### src/verilog/mesc_pkg.sv
package mesc_pkg;
    // Register word offsets on the plain register port.
    localparam logic [3:0] MESC_OFF_SCALE = 4'h0;
    localparam logic [3:0] MESC_OFF_POWER = 4'h1;
    localparam logic [3:0] MESC_OFF_CONFIG = 4'h2;
    localparam logic [3:0] MESC_OFF_COMPARE = 4'h3;
    localparam logic [3:0] MESC_OFF_PHASE = 4'h4;
    localparam logic [3:0] MESC_OFF_PERIOD = 4'h5;
    localparam logic [3:0] MESC_OFF_STATUS = 4'h6;
    // Field positions.
    localparam int MESC_SCALE_W = 8;
    localparam int MESC_POFF_LSB = 6;
    localparam int MESC_POFF_W = 4;
    localparam int MESC_CFG_AUTO_BIT = 0;
    localparam int MESC_CFG_FPER_BIT = 1;
    localparam int MESC_FRAC_LSB = 8;
    // Reset values and limits.
    localparam logic [7:0] MESC_SCALE_RST = 8'h00;
    localparam logic [3:0] MESC_POFF_RST = 4'h0;
    localparam logic [3:0] MESC_POFF_ALL = 4'hf;
    localparam logic [7:0] MESC_SCALE_MAX = 8'hfe;
    localparam logic [15:0] MESC_MANUAL_OFFSET = 16'h0080;
    // Timing: 3 system-clock cycles of guard at period start, and at period end with fine period on.
    localparam logic [15:0] MESC_GUARD_CYC = 16'h0003;
    // Calibration needs at least 40 MHz; clock here is 125 MHz.
    localparam int MESC_MIN_CLK_MHZ = 40;
    localparam int MESC_CLK_MHZ = 125;
    typedef enum logic [1:0] {
        MESC_CAL_OFF = 2'b00,
        MESC_CAL_IDLE = 2'b01,
        MESC_CAL_RUN = 2'b10
    } mesc_cal_t;
endpackage

### src/verilog/mesc_scaler.sv
`timescale 1ns/100ps
// Turns a fine register value into a count of fine steps, auto or manual.
module mesc_scaler
    import mesc_pkg::*;
(
    input wire logic [15:0] fine_value,
    input wire logic [7:0] scale,
    input wire logic auto_on,
    output logic [7:0] steps
);
    // Auto: fraction (upper byte) times scale, top byte of the product.
    wire [15:0] product = {8'h00, fine_value[15:MESC_FRAC_LSB]} * {8'h00, scale};
    // Manual: value already scaled, top byte holds steps as written, no rounding offset added.
    wire [7:0] manual_steps = fine_value[15:MESC_FRAC_LSB];
    assign steps = auto_on ? product[15:8] : manual_steps;
endmodule

### src/verilog/mesc_guard.sv
`timescale 1ns/100ps
// Counts the coarse period and flags the windows where fine edges are blocked.
module mesc_guard
    import mesc_pkg::*;
(
    input wire logic clk,
    input wire logic rst_n,
    input wire logic [15:0] period_coarse,
    input wire logic fine_period_on,
    output logic [15:0] count,
    output logic fine_allowed
);
    wire at_end = (count >= period_coarse);
    wire in_head = (count < MESC_GUARD_CYC);
    wire in_tail = fine_period_on && (count + MESC_GUARD_CYC > period_coarse);
    // Free-running coarse counter that wraps at the period value.
    always_ff @(posedge clk or negedge rst_n) begin
        if (!rst_n) begin
            count <= 16'h0000;
        end else if (at_end) begin
            count <= 16'h0000;
        end else begin
            count <= count + 16'h0001;
        end
    end
    assign fine_allowed = !in_head && !in_tail;
endmodule

### src/verilog/mesc_top.sv
`timescale 1ns/100ps
// Overview of operation
// - With auto-convert on, 8-bit scale converts fine values to edge delays.
// - All ones in calib_power_off stops and unpowers calibration logic.
// - Fine edges blocked first 3 cycles, and last 3 with fine period.
// - Auto-convert off: scale ignored for compare and phase (period stays scaled), software supplies pre-scaled fine values.
// - Calibration runs on the system clock, needing at least 40 MHz.
// - Calibration is independent of channels; one factor serves all.
// - Auto: fraction times scale gives fine steps moved at the edge.
// - Scale factor is an integer 0 to 254 fine steps per clock; only calibration results are held to it, software writes can load 255.
// - Fine period enable turns fine frequency control on or off.
module mesc_top
    import mesc_pkg::*;
(
    input wire logic clk,
    input wire logic rst_n,
    input wire logic [3:0] reg_addr,
    input wire logic [15:0] reg_wdata,
    input wire logic reg_wr,
    input wire logic reg_rd,
    output logic [15:0] reg_rdata,
    input wire logic protected_write_unlock,
    input wire logic [15:0] period_coarse,
    input wire logic cal_start,
    input wire logic [7:0] cal_result,
    output logic [7:0] compare_steps,
    output logic [7:0] phase_steps,
    output logic [7:0] period_steps,
    output logic fine_active,
    output logic cal_powered,
    output logic cal_busy
);
    ////////////////////////////////////////////////////////////////////////////
    logic [7:0] micro_step_scale;
    logic [3:0] calib_power_off;
    logic auto_convert_enable;
    logic fine_period_enable;
    logic [15:0] compare_fine;
    logic [15:0] phase_fine;
    logic [15:0] period_fine;
    logic cal_error;
    mesc_cal_t cal_state;
    mesc_cal_t next_cal_state;
    logic [7:0] cal_value;
    logic cal_done;

    // Write decode; protected fields need the unlock.
    wire wr_scale = reg_wr && reg_addr == MESC_OFF_SCALE && protected_write_unlock;
    wire wr_power = reg_wr && reg_addr == MESC_OFF_POWER && protected_write_unlock;
    wire wr_config = reg_wr && reg_addr == MESC_OFF_CONFIG;
    wire wr_compare = reg_wr && reg_addr == MESC_OFF_COMPARE;
    wire wr_phase = reg_wr && reg_addr == MESC_OFF_PHASE;
    wire wr_period = reg_wr && reg_addr == MESC_OFF_PERIOD;
    wire cal_off = (calib_power_off == MESC_POFF_ALL);
    // An out-of-range result is an error and cannot drive auto-convert.
    wire result_bad = cal_value > MESC_SCALE_MAX;
    wire auto_eff = auto_convert_enable && !cal_error;

    ////////////////////////////////////////////////////////////////////////////
    // Scale register: software or a finished calibration run updates it.
    always_ff @(posedge clk or negedge rst_n) begin
        if (!rst_n) begin
            micro_step_scale <= MESC_SCALE_RST;
        end else if (wr_scale) begin
            micro_step_scale <= reg_wdata[MESC_SCALE_W-1:0];
        end else if (cal_done && !result_bad) begin
            micro_step_scale <= cal_value;
        end
    end

    // Power field; reserved bits are not stored and read as zero.
    always_ff @(posedge clk or negedge rst_n) begin
        if (!rst_n) begin
            calib_power_off <= MESC_POFF_RST;
        end else if (wr_power) begin
            calib_power_off <= reg_wdata[MESC_POFF_LSB+MESC_POFF_W-1:MESC_POFF_LSB];
        end
    end

    // Configuration bits and fine values.
    always_ff @(posedge clk or negedge rst_n) begin
        if (!rst_n) begin
            auto_convert_enable <= 1'b0;
            fine_period_enable <= 1'b0;
            compare_fine <= 16'h0000;
            phase_fine <= 16'h0000;
            period_fine <= 16'h0000;
        end else begin
            if (wr_config) begin
                auto_convert_enable <= reg_wdata[MESC_CFG_AUTO_BIT];
                fine_period_enable <= reg_wdata[MESC_CFG_FPER_BIT];
            end
            if (wr_compare) begin
                compare_fine <= reg_wdata;
            end
            if (wr_phase) begin
                phase_fine <= reg_wdata;
            end
            if (wr_period) begin
                period_fine <= reg_wdata;
            end
        end
    end

    ////////////////////////////////////////////////////////////////////////////
    // Calibration sequencer on the system clock, apart from every channel.
    // It takes one cycle to capture; the real diagnostics sit outside.
    always_comb begin
        next_cal_state = cal_state;
        case (cal_state)
            MESC_CAL_OFF: begin
                if (!cal_off) begin
                    next_cal_state = MESC_CAL_IDLE;
                end
            end
            MESC_CAL_IDLE: begin
                if (cal_off) begin
                    next_cal_state = MESC_CAL_OFF;
                end else if (cal_start) begin
                    next_cal_state = MESC_CAL_RUN;
                end
            end
            MESC_CAL_RUN: begin
                next_cal_state = cal_off ? MESC_CAL_OFF : MESC_CAL_IDLE;
            end
            default: begin
                next_cal_state = MESC_CAL_OFF;
            end
        endcase
    end

    always_ff @(posedge clk or negedge rst_n) begin
        if (!rst_n) begin
            cal_state <= MESC_CAL_OFF;
            cal_value <= MESC_SCALE_RST;
            cal_done <= 1'b0;
            cal_error <= 1'b0;
        end else begin
            cal_state <= next_cal_state;
            cal_done <= (cal_state == MESC_CAL_IDLE) && cal_start && !cal_off;
            if ((cal_state == MESC_CAL_IDLE) && cal_start && !cal_off) begin
                cal_value <= cal_result;
            end
            if (cal_done) begin
                cal_error <= result_bad;
            end else if (wr_scale) begin
                cal_error <= 1'b0;
            end
        end
    end

    ////////////////////////////////////////////////////////////////////////////
    // One scale factor feeds all three converters.
    wire [7:0] cmp_raw;
    wire [7:0] phs_raw;
    wire [7:0] prd_raw;
    wire [15:0] tb_count;
    wire guard_ok;

    mesc_scaler u_cmp (
        .fine_value(compare_fine),
        .scale(micro_step_scale),
        .auto_on(auto_eff),
        .steps(cmp_raw)
    );

    mesc_scaler u_phs (
        .fine_value(phase_fine),
        .scale(micro_step_scale),
        .auto_on(auto_eff),
        .steps(phs_raw)
    );

    // Fine period only ever uses hardware scaling.
    mesc_scaler u_prd (
        .fine_value(period_fine),
        .scale(micro_step_scale),
        .auto_on(1'b1),
        .steps(prd_raw)
    );

    mesc_guard u_guard (
        .clk(clk),
        .rst_n(rst_n),
        .period_coarse(period_coarse),
        .fine_period_on(fine_period_enable),
        .count(tb_count),
        .fine_allowed(guard_ok)
    );

    // Registered outputs; steps forced to zero inside the guard windows.
    always_ff @(posedge clk or negedge rst_n) begin
        if (!rst_n) begin
            compare_steps <= 8'h00;
            phase_steps <= 8'h00;
            period_steps <= 8'h00;
            fine_active <= 1'b0;
            cal_powered <= 1'b0;
            cal_busy <= 1'b0;
        end else begin
            compare_steps <= guard_ok ? cmp_raw : 8'h00;
            phase_steps <= guard_ok ? phs_raw : 8'h00;
            period_steps <= (guard_ok && fine_period_enable) ? prd_raw : 8'h00;
            fine_active <= guard_ok;
            cal_powered <= !cal_off;
            cal_busy <= (next_cal_state == MESC_CAL_RUN);
        end
    end

    ////////////////////////////////////////////////////////////////////////////
    // Read mux; unmapped addresses read zero.
    wire [15:0] status_word = {12'h000, cal_busy, cal_error, cal_powered, guard_ok};
    wire [15:0] rd_mux =
        (reg_addr == MESC_OFF_SCALE) ? {8'h00, micro_step_scale} :
        (reg_addr == MESC_OFF_POWER) ? {6'h00, calib_power_off, 6'h00} :
        (reg_addr == MESC_OFF_CONFIG) ? {14'h0000, fine_period_enable, auto_convert_enable} :
        (reg_addr == MESC_OFF_COMPARE) ? compare_fine :
        (reg_addr == MESC_OFF_PHASE) ? phase_fine :
        (reg_addr == MESC_OFF_PERIOD) ? period_fine :
        (reg_addr == MESC_OFF_STATUS) ? status_word : 16'h0000;

    // Read data is valid only in the cycle after the strobe.
    always_ff @(posedge clk or negedge rst_n) begin
        if (!rst_n) begin
            reg_rdata <= 16'h0000;
        end else begin
            reg_rdata <= reg_rd ? rd_mux : 16'h0000;
        end
    end
endmodule

### config.mk
export PLATFORM = sky130hd
export DESIGN_NAME = mesc_top
export DESIGN_NICKNAME = d
export VERILOG_FILES = /design/src/verilog/mesc_pkg.sv /design/src/verilog/mesc_scaler.sv /design/src/verilog/mesc_guard.sv /design/src/verilog/mesc_top.sv
export SDC_FILE = /design/constraint.sdc
export NUM_CORES = 1
export LEC_CHECK = 0
export BUFFER_PORTS_ARGS = -buffer_cell sky130_fd_sc_hd__buf_2
export CORE_MARGIN = 4
export CORE_UTILIZATION = 67
export CTS_CLUSTER_SIZE = 10
export DETAILED_ROUTE_END_ITERATION = 10
export PLACE_DENSITY = 0.87
export SETUP_SLACK_MARGIN = 0.2
export SKIP_LAST_GASP = 1
export SYNTH_ARGS = -nofsm -noshare
export SYNTH_HDL_FRONTEND = slang
export SYNTH_HIERARCHICAL = 1
export SYNTH_SLANG_ARGS = --single-unit
### constraint.sdc
create_clock -name clk -period 9.39 [get_ports clk]
set_input_delay 0.4695 -clock clk [delete_from_list [all_inputs] [get_ports clk]]
set_output_delay 0.4695 -clock clk [all_outputs]
set_load 0.005 [all_outputs]
==> run_results.csv, run 1 <==
group,metric,value,unit
yosys,synth.ff_latch_count,133,
timing,skew,0.0124,ns
final_layout,n_antenna_cell,0,
yosys,netlist_instances,1295,
yosys,synth_area,0.0129,sq mm
die,die_area,0.0216,sq mm
clock_tree,htreeDepth,4,
placement,hpwl,23000,um
run,drv_cap,0,
global_route,track_usage,0.310,
global_route,grt_overflow,0,
timing,finalCritPeriodShare,0.547,
critical_path,arrival,5.45,ns
yosys,synthTopCellsByCount,"161 x and2_1, 151 x inv_1, 133 x dfrtp_1, 133 x ha_1, 105 x fa_1",
final_layout,drive_above_1_share,0.180,
route,drc,0,
die,rows,50,
timing,hold_slack,-0.00141,ns
route,vias,10200,
global_route,grt_max_degree,82,
run_status,status,"complete, but fails checks",
die,dieWidth,147,um
critical_path,cpPeakStageDelay,0.89,ns
final_layout,areaGrowthSynthToFinish,9.83,%
critical_path,cp_slowest_cell,"dfrtp_1",
placement,gp_congestion,0.890,
timing,maxSlewHeadroom,0.284,
critical_path,crit_required,9.70,ns
route,first_pass_iters,5,
critical_path,reg2reg_depth,14,
clock_tree,cts_resized,0,
placement,port_buffers,92,
yosys,yosysMostFrequentCell,"and2_1",
timing,setup_tns,0,ns
global_route,grt_pass1_vias,10800,
yosys,synth-edff-count,0,
route,via_per_inst,6.18,
worst_hold_path,hp-class,"primary input to async pin",
clock_tree,cts_tree,"built",
yosys,ys_types,83,
critical_path,reg2reg_slack,4.25,ns
critical_path,rr_startpoint,"micro_step_scale[7]$_DFFE_PN0P_",
timing,tightest_slew,1.07,ns
clock_tree,clock_sinks,133,
clock_tree,cts.clk_slew.worst_paths,0.07,ns
route,routed_wl,32800,um
global_route,grt_pass1_wl,53900,um
critical_path,reg2reg_to,"compare_steps[7]$_DFF_PN0_",
clock_tree,cts_made_buffers,17,
run_status,violations,"hold timing",
timing,period_minus_slack,5.14,ns
yosys,ys_seq_area_frac,0.258,
critical_path,critPathCaptureType,"register",
yosys,synth_top_area_frac,0.258,
timing,max_freq,195,MHz
route,detail-route-antenna-nets,0,
die,core,0.0188,sq mm
yosys,synthTopCellsByArea,"dfrtp_1 26%, fa_1 16%, ha_1 13%",
die,die_height,147,um
yosys,syn_area_per_cell,9.97,sq um
timing,hold_viol_final,3,
clock_tree,cts-root-buf,"clkbuf_16",
route,drtIter0Drc,906,
yosys,async_reset_ff_frac,1.00,
timing,drv_slew,0,
clock_tree,post_cts_buffers,0,
final_layout,nets,1668,
critical_path,cp-startpoint,"micro_step_scale[7]$_DFFE_PN0P_",
die,io_pins,93,
global_route,antenna_found_initial,0,
clock_tree,insertion_delay,0.44,ns
clock_tree,clock_path_buffers,2,
critical_path,cp-start-kind,"register",
timing,rsz0062_at_grt,"no",
yosys,yosysTopAreaCell,"dfrtp_1",
die,start_util,0.686,
timing,setup_violations,0,
yosys,yosysWarningCount,6,
critical_path,critPathMostFrequentCell,"fa_1",
route,avgRoutedWirePerCell,19.9,um
clock_tree,cts_hold_buf,0,
yosys,synth_ff_type,"dfrtp_1",
critical_path,worstSetupPathType,"register to register",
critical_path,cp_cell_sequence,"and2_1 -> fa_1 -> fa_1 -> fa_1 -> inv_1 -> fa_1 -> inv_1 -> ha_1 -> and3_4 -> a211o_1 -> a31oi_4 -> o21ai_0 -> a211o_1 -> and2_1",
critical_path,worstPathMaxFanout,26,
## worst max-delay path by stage
stage | end | depth (start not counted)
final | compare_steps[7]$_DFF_PN0_ | 14
after global routing | compare_steps[7]$_DFF_PN0_ | 14
after CTS | compare_steps[7]$_DFF_PN0_ | 14
after detailed placement | compare_steps[7]$_DFF_PN0_ | 14
after global placement | compare_steps[7]$_DFF_PN0_ | 14
after floorplan | compare_steps[7]$_DFF_PN0_ | 14
## flip-flops by register name, indices dropped and copies added (netlist names)
register	count
compare_fine	16
period_fine	16
phase_fine	16
reg_rdata	16
u_guard/count	16
cal_value	8
compare_steps	8
micro_step_scale	8
period_steps	8
phase_steps	8
calib_power_off	4
cal_state	2
auto_convert_enable	1
cal_busy	1
cal_done	1
cal_error	1
cal_powered	1
fine_active	1
fine_period_enable	1
## metrics by stage
stage | cells | worst slack (ns) | utilization | instance area [sq um]
4_1_cts | 1652 | 4.28 | 0.753 | 14200
5_1_grt | 1652 | 4.07 | 0.753 | 14200
3_5_place_dp | 1621 | 4.31 | 0.721 | 13600
2_1_floorplan | 1297 | 4.83 | - | 12900
3_3_place_gp | 1621 | 4.48 | 0.721 | 13600
6_report | 1652 | 4.25 | 0.753 | 14200
## layout by cell type (no fill, tap or decap), types with 18 or more instances in the layout
cell       n
buf_2     91
nor3_1    18
nand2_1   87
mux2_2    86
nor2_1    59
fa_1     105
ha_1     133
o21ai_0   29
xnor2_1   26
and2_1   161
dfrtp_1  133
a21oi_1   36
nand3_1   21
inv_1    151
## worst max-delay path: cells and delay by family, from the launching register on
kind / cells / cell delay (ns)
buffers and inverters: 2 / 0.10
AOI/OAI and AO/OA: 4 / 0.98
DFF: 1 / 0.89
and+or+nand+nor: 3 / 0.65
adders and majority gates: 5 / 2.39
## area by class of cell
| type | instances | area, sq um |
|---|---|---|
| fillers | 1267 | 4640 |
| clock inverters | 13 | 173 |
| multi-input cells | 982 | 8870 |
| flip-flops and latches | 133 | 3330 |
| clock buffers | 18 | 439 |
| well taps | 260 | 325 |
| inverters | 152 | 571 |
| repair buffers | 94 | 482 |
## layer usage
metal | up-vias | wire, um | GRT usage | part of all wire
met5 | - | 0 | 0 | 0
met4 | 0 | 1280 | 0.139 | 0.039
met3 | 111 | 2570 | 0.0629 | 0.078
met2 | 545 | 15800 | 0.508 | 0.48
met1 | 5014 | 13100 | 0.399 | 0.40
li1 | 4544 | - | - | -
## cells by family (layout without fill, tap and decap cells)
| group | Yosys count | in the layout | share of synthesized area |
|---|---|---|---|
| AND/OR/NAND/NOR | 445 | 445 | 0.191 |
| adder cells (fa/ha/maj) | 238 | 238 | 0.292 |
| buffers and inverters | 182 | 277 | 0.0565 |
| AO/OA/AOI/OAI | 152 | 152 | 0.0860 |
| flip-flops | 133 | 133 | 0.258 |
| multiplexers | 103 | 103 | 0.0889 |
| XOR/XNOR | 41 | 41 | 0.0278 |
| other | 1 | 3 | 0.000290 |
Power of run 1 is left out: the tool's default activity adds up to more than one toggle a clock period on the data nets, which glitch-free logic cannot reach.
==> run 2, diff against run 1 <==
--- a/config.mk
+++ b/config.mk
@@ -7,10 +7,10 @@
 export LEC_CHECK = 0
 export BUFFER_PORTS_ARGS = -buffer_cell sky130_fd_sc_hd__buf_2
 export CORE_MARGIN = 4
-export CORE_UTILIZATION = 67
+export CORE_UTILIZATION = 63
 export CTS_CLUSTER_SIZE = 10
 export DETAILED_ROUTE_END_ITERATION = 10
-export PLACE_DENSITY = 0.87
+export PLACE_DENSITY = 0.83
 export SETUP_SLACK_MARGIN = 0.2
 export SKIP_LAST_GASP = 1
 export SYNTH_ARGS = -nofsm -noshare
==> constraint.sdc (replaced) <==
create_clock -name clk -period 5.1 [get_ports clk]
set_input_delay 0.255 -clock clk [delete_from_list [all_inputs] [get_ports clk]]
set_output_delay 0.255 -clock clk [all_outputs]
set_load 0.005 [all_outputs]
==> run 2 against run 1 <==
Net effect:
- the run now ends clean
- highest routed layer unchanged
- global-route usage down 1.8 points
- first-iteration DRC count down 25%
- routed wire length down 1.1%
==> run_results.csv, run 2 (same netlist as run 1, synthesis figures left out) <==
group,metric,value,unit
timing,setup_violations,0,
placement,port_buffers,92,
placement,hpwl,23900,um
die,start_util,0.640,
critical_path,worstPathMaxFanout,11,
timing,maxSlewHeadroom,0.307,
critical_path,cp_slowest_cell,"fa_1",
critical_path,rr_startpoint,"micro_step_scale[7]$_DFFE_PN0P_",
timing,hold_viol_final,0,
worst_hold_path,hp-class,"primary input to register",
route,avgRoutedWirePerCell,19.2,um
route,vias,10100,
route,drc,0,
run_status,status,"finished, final reports clean",
clock_tree,insertion_delay,0.43,ns
global_route,grt_pass1_wl,52200,um
final_layout,nFillCells,1484,
critical_path,crit_family,"adder cells",
global_route,grt_max_degree,87,
critical_path,cpPeakStageDelay,0.56,ns
timing,period_minus_slack,4.75,ns
final_layout,n_antenna_cell,0,
final_layout,nets,1693,
die,die_height,151,um
timing,finalCritPeriodShare,0.931,
timing,skew,0.0224,ns
final_layout,mostFrequentLayoutCells,"161 x and2_1, 151 x inv_1, 132 x ha_1",
critical_path,cp-startpoint,"micro_step_scale[7]$_DFFE_PN0P_",
die,die_area,0.0229,sq mm
clock_tree,clock_path_buffers,2,
timing,rsz0062_at_grt,"yes",
route,drtIter0Drc,684,
critical_path,cp_cell_sequence,"buf_4 -> and2_2 -> fa_1 -> fa_1 -> fa_1 -> inv_1 -> fa_1 -> inv_1 -> ha_1 -> a21oi_1 -> o21ai_0 -> a21oi_2 -> xnor2_1 -> mux2_2 -> and3_1",
global_route,grt_pass1_vias,10500,
global_route,track_usage,0.292,
route,dr.max_layer_used,"met4",
placement,placed_cell_area,0.0138,sq mm
final_layout,final_area,0.0144,sq mm
placement,pre_cts_ws,0.158,ns
route,via_per_inst,6.00,
route,routed_wl,32500,um
clock_tree,cts.clk_slew.worst_paths,0.07,ns
placement,placed_cells,1653,
final_layout,areaGrowthSynthToFinish,11.5,%
final_layout,finalNonFillerCells,1688,
worst_hold_path,hp-start,"cal_result[0]",
run,drv_cap,0,
clock_tree,cts_tree,"built",
clock_tree,htreeDepth,4,
critical_path,arrival,5.06,ns
critical_path,critPathMostFrequentCell,"fa_1",
timing,final.setup.worst_slack,0.353,ns
global_route,antenna_found_initial,0,
critical_path,crit_required,5.41,ns
clock_tree,cts-root-buf,"clkbuf_16",
route,detail-route-antenna-nets,0,
die,io_pins,93,
route,wl_met3,2230,um
critical_path,cp-start-kind,"register",
route,first_pass_iters,5,
timing,drv_slew,0,
die,core,0.0202,sq mm
global_route,grt_overflow,0,
timing,setup_tns,0,ns
die,rows,52,
die,dieWidth,151,um
clock_tree,cts_made_buffers,17,
placement,gp_congestion,0.933,
timing,tightest_slew,1.04,ns
final_layout,drive_above_1_share,0.198,
critical_path,critPathBufInv,3,
route,met1_length,13300,um
critical_path,worstSetupPathType,"register to register",
timing,max_freq,211,MHz
final_layout,final_common_cell,"and2_1",
clock_tree,clock_sinks,133,
route,met2WireLength,16000,um
critical_path,critPathCaptureType,"register",
## run 2: changes by cell type in the layout (fill, tap and decap cells not counted), moves of 2 or more
cell / previous run / this run
clkinv_4: 2 / 4
dfrtp_2: 0 / 5
buf_4: 2 / 25
dfrtp_1: 133 / 127
clkinvlp_4: 3 / 1
clkinv_2: 1 / 3
## run 2: final timing paths
kind	endpoint	slack (ns)	depth (start not counted)
max in group asynchronous	micro_step_scale[4]$_DFFE_PN0P_	3.43	3
hold / removal	cal_value[0]$_DFFE_PN0P_	0.06	2
hold reg to reg	cal_error$_DFFE_PN0P_	0.51	1
setup reg to reg	period_steps[3]$_DFF_PN0_	0.35	15
setup / recovery	period_steps[3]$_DFF_PN0_	0.35	15
min in group asynchronous	compare_steps[0]$_DFF_PN0_	0.46	2
## run 2: through the flow
stage | hold slack (ns) | util
finish | 0.0566 | 0.714
global route | 0.0550 | 0.714
CTS | 0.0457 | 0.712
detailed placement | 0.380 | 0.682
global placement | 0.375 | 0.682
floorplan | -0.0406 | -
## run 2: cell type report
| class | instances | area [sq um] | area share |
|---|---|---|---|
| clock inverters | 14 | 174 | 0.0121 |
| flip-flops and latches | 133 | 3340 | 0.232 |
| well taps | 270 | 338 | 0.0235 |
| inverters | 152 | 571 | 0.0396 |
| clock buffers | 18 | 429 | 0.0298 |
| multi-input cells | 982 | 8870 | 0.616 |
| repair buffers | 119 | 676 | 0.0469 |
## run 2: worst reg2reg max path: cells and delay by family, from the launching register on
family	cells	cell delay [ns]
xor gates and xnor gates	1	0.09
adders and majority gates	5	2.50
muxes	1	0.26
buffers and inverters	3	0.31
and+or+nand+nor	2	0.37
DFF	1	0.49
AOI/OAI and AO/OA	3	0.64
## run 2: timing repair
item                       4_1_cts  5_1_grt
setup buffers                    0        2
gates resized for setup          1        7
hold buffers                     1        0
setup endpoints to repair        4       14
hold endpoints to repair        85        0
## run 2: metal layers
layer	up-vias	track usage
met5	-	0
met2	434	0.491
li1	4601	-
met3	81	0.0569
met1	5008	0.375
met4	0	0.108
Power of run 2 is left out for the same reason.
==> run 3, diff against run 2 <==
--- a/config.mk
+++ b/config.mk
@@ -5,12 +5,12 @@
 export SDC_FILE = /design/constraint.sdc
 export NUM_CORES = 1
 export LEC_CHECK = 0
-export BUFFER_PORTS_ARGS = -buffer_cell sky130_fd_sc_hd__buf_2
 export CORE_MARGIN = 4
-export CORE_UTILIZATION = 63
+export CORE_UTILIZATION = 66
 export CTS_CLUSTER_SIZE = 10
 export DETAILED_ROUTE_END_ITERATION = 10
-export PLACE_DENSITY = 0.83
+export DONT_BUFFER_PORTS = 1
+export PLACE_DENSITY = 0.82
 export SETUP_SLACK_MARGIN = 0.2
 export SKIP_LAST_GASP = 1
 export SYNTH_ARGS = -nofsm -noshare
==> run 3 against run 2 <==
Net effect:
- count of clock-buffer cells in the layout is the same
- via count shrank 2.6%
- worst hold slack worse by 0.038 ns
- global-route usage is 0.81 points higher
- routed wire length is 1.9% lower
- clock skew fell by 0.013 ns
- sequential share of layout area up 0.40 points
- die area decreased by 4.3%
- core utilization grew 3.3 points
- setup slack better by 0.0069 ns
==> run_results.csv, run 3 (same netlist as run 1, synthesis figures left out) <==
group,metric,value,unit
clock_tree,cts_made_buffers,17,
timing,final.setup.worst_slack,0.360,ns
critical_path,reg2reg_to,"compare_steps[7]$_DFF_PN0_",
die,io_pins,93,
timing,rsz0062_at_grt,"yes",
placement,placed_cells,1544,
die,dieWidth,148,um
final_layout,drive_above_1_share,0.140,
final_layout,final_common_cell,"and2_1",
clock_tree,clock_sinks,133,
run,drv_cap,0,
timing,setup_violations,0,
clock_tree,cts-root-buf,"clkbuf_16",
timing,drv_slew,0,
die,core,0.0190,sq mm
critical_path,cp.depth,14,
placement,hpwl,23100,um
worst_hold_path,hp-start,"cal_start",
critical_path,cp-start-kind,"register",
clock_tree,htreeDepth,4,
placement,port_buffers,0,
placement,gp_congestion,0.946,
global_route,track_usage,0.300,
global_route,grt_overflow,0,
die,rows,50,
critical_path,crit_family,"adder cells",
route,drtIter0Drc,792,
placement,pre_cts_ws,0.297,ns
global_route,grt_pass1_vias,10100,
route,via_per_inst,6.13,
timing,skew,0.00897,ns
critical_path,worstPathMaxFanout,14,
critical_path,critPathCaptureType,"register",
global_route,grt_pass1_wl,52300,um
timing,maxSlewHeadroom,0.264,
route,avgRoutedWirePerCell,19.8,um
critical_path,cp_cell_sequence,"and2_1 -> fa_1 -> fa_1 -> fa_1 -> inv_1 -> fa_1 -> inv_1 -> ha_1 -> and3_4 -> a211o_1 -> a31oi_4 -> o21ai_0 -> a211o_1 -> and2_1",
critical_path,crit_required,5.42,ns
timing,setup_tns,0,ns
timing,period_minus_slack,4.74,ns
route,drc,0,
route,first_pass_iters,5,
final_layout,areaGrowthSynthToFinish,9.66,%
global_route,antenna_found_initial,0,
critical_path,cp_slowest_cell,"fa_1",
final_layout,finalNonFillerCells,1609,
timing,hold_viol_final,0,
critical_path,crit_path_end,"compare_steps[7]$_DFF_PN0_",
timing,tightest_slew,1.10,ns
clock_tree,cts.clk_slew.worst_paths,0.07,ns
route,routed_wl,31900,um
timing,finalCritPeriodShare,0.929,
die,start_util,0.681,
critical_path,cp-startpoint,"micro_step_scale[7]$_DFFE_PN0P_",
final_layout,mostFrequentLayoutCells,"161 x and2_1, 151 x inv_1, 133 x ha_1",
route,vias,9856,
timing,max_freq,211,MHz
die,die_height,148,um
final_layout,nets,1623,
clock_tree,cts_tree,"built",
critical_path,reg2reg_slack,0.36,ns
critical_path,worstSetupPathType,"register to register",
critical_path,critPathBufInv,2,
critical_path,arrival,5.06,ns
critical_path,critPathMostFrequentCell,"fa_1",
timing,hold_slack,0.0190,ns
die,die_area,0.0219,sq mm
worst_hold_path,hp-class,"primary input to register",
clock_tree,clock_path_buffers,2,
clock_tree,insertion_delay,0.43,ns
critical_path,reg2reg_depth,14,
critical_path,cpPeakStageDelay,0.57,ns
global_route,grt_max_degree,134,
route,detail-route-antenna-nets,0,
run_status,status,"finished, final reports clean",
critical_path,rr_startpoint,"micro_step_scale[7]$_DFFE_PN0P_",
==> run 3: changes by cell type in the layout (fill, tap and decap cells not counted), sizes merged, moves of 3 or more <==
| cell | change |
|---|---|
| dlygate4sd3 | +27 |
| clkinv | -4 |
| inv | +8 |
| bufinv | -3 |
| buf | -97 |
==> run 3: through the flow <==
step                       util  instance area (sq um)
after detailed placement  0.697                  13200
after floorplan               -                  12900
final                     0.747                  14200
after CTS                 0.745                  14100
after global placement    0.697                  13200
after global routing      0.747                  14200
==> run 3: worst min-delay path by stage <==
| stage | to | slack, ns | cells after the start |
|---|---|---|---|
| floorplan | auto_convert_enable$_DFFE_PN0P_ | -0.04 | 0 |
| global placement | compare_steps[0]$_DFF_PN0_ | -0.04 | 0 |
| detailed placement | compare_fine[13]$_DFFE_PN0P_ | -0.04 | 0 |
| CTS | cal_busy$_DFF_PN0_ | 0.006 | 1 |
| global route | reg_rdata[9]$_DFF_PN0_ | 0.02 | 1 |
| finish | cal_busy$_DFF_PN0_ | 0.02 | 1 |
==> run 3: final cells by class <==
cell class	count	area, sq um
Multi-Input combinational cell	982	8870
Tap cell	260	325
Sequential cell	133	3340
Timing Repair Buffer	49	458
Inverter	152	571
Clock inverter	14	155
Clock buffer	18	439
Antenna cell	1	2.50
Fill cell	1268	4790
==> run 3: repair_timing <==
item,CTS,global route
buffers inserted,0,3
gates resized for setup,0,11
endpoints found under the setup margin,0,14
hold buffers,29,0
hold endpoints to repair,203,0
==> run 3: per-layer routing <==
metal / part of all wire / vias to the layer above / track usage
met3: 0.079 / 60 / 0.0555
met2: 0.48 / 448 / 0.491
met1: 0.42 / 4879 / 0.411
met5: 0 / - / 0
met4: 0.022 / 0 / 0.0905
li1: - / 4469 / -
Power of run 3 is left out for the same reason.
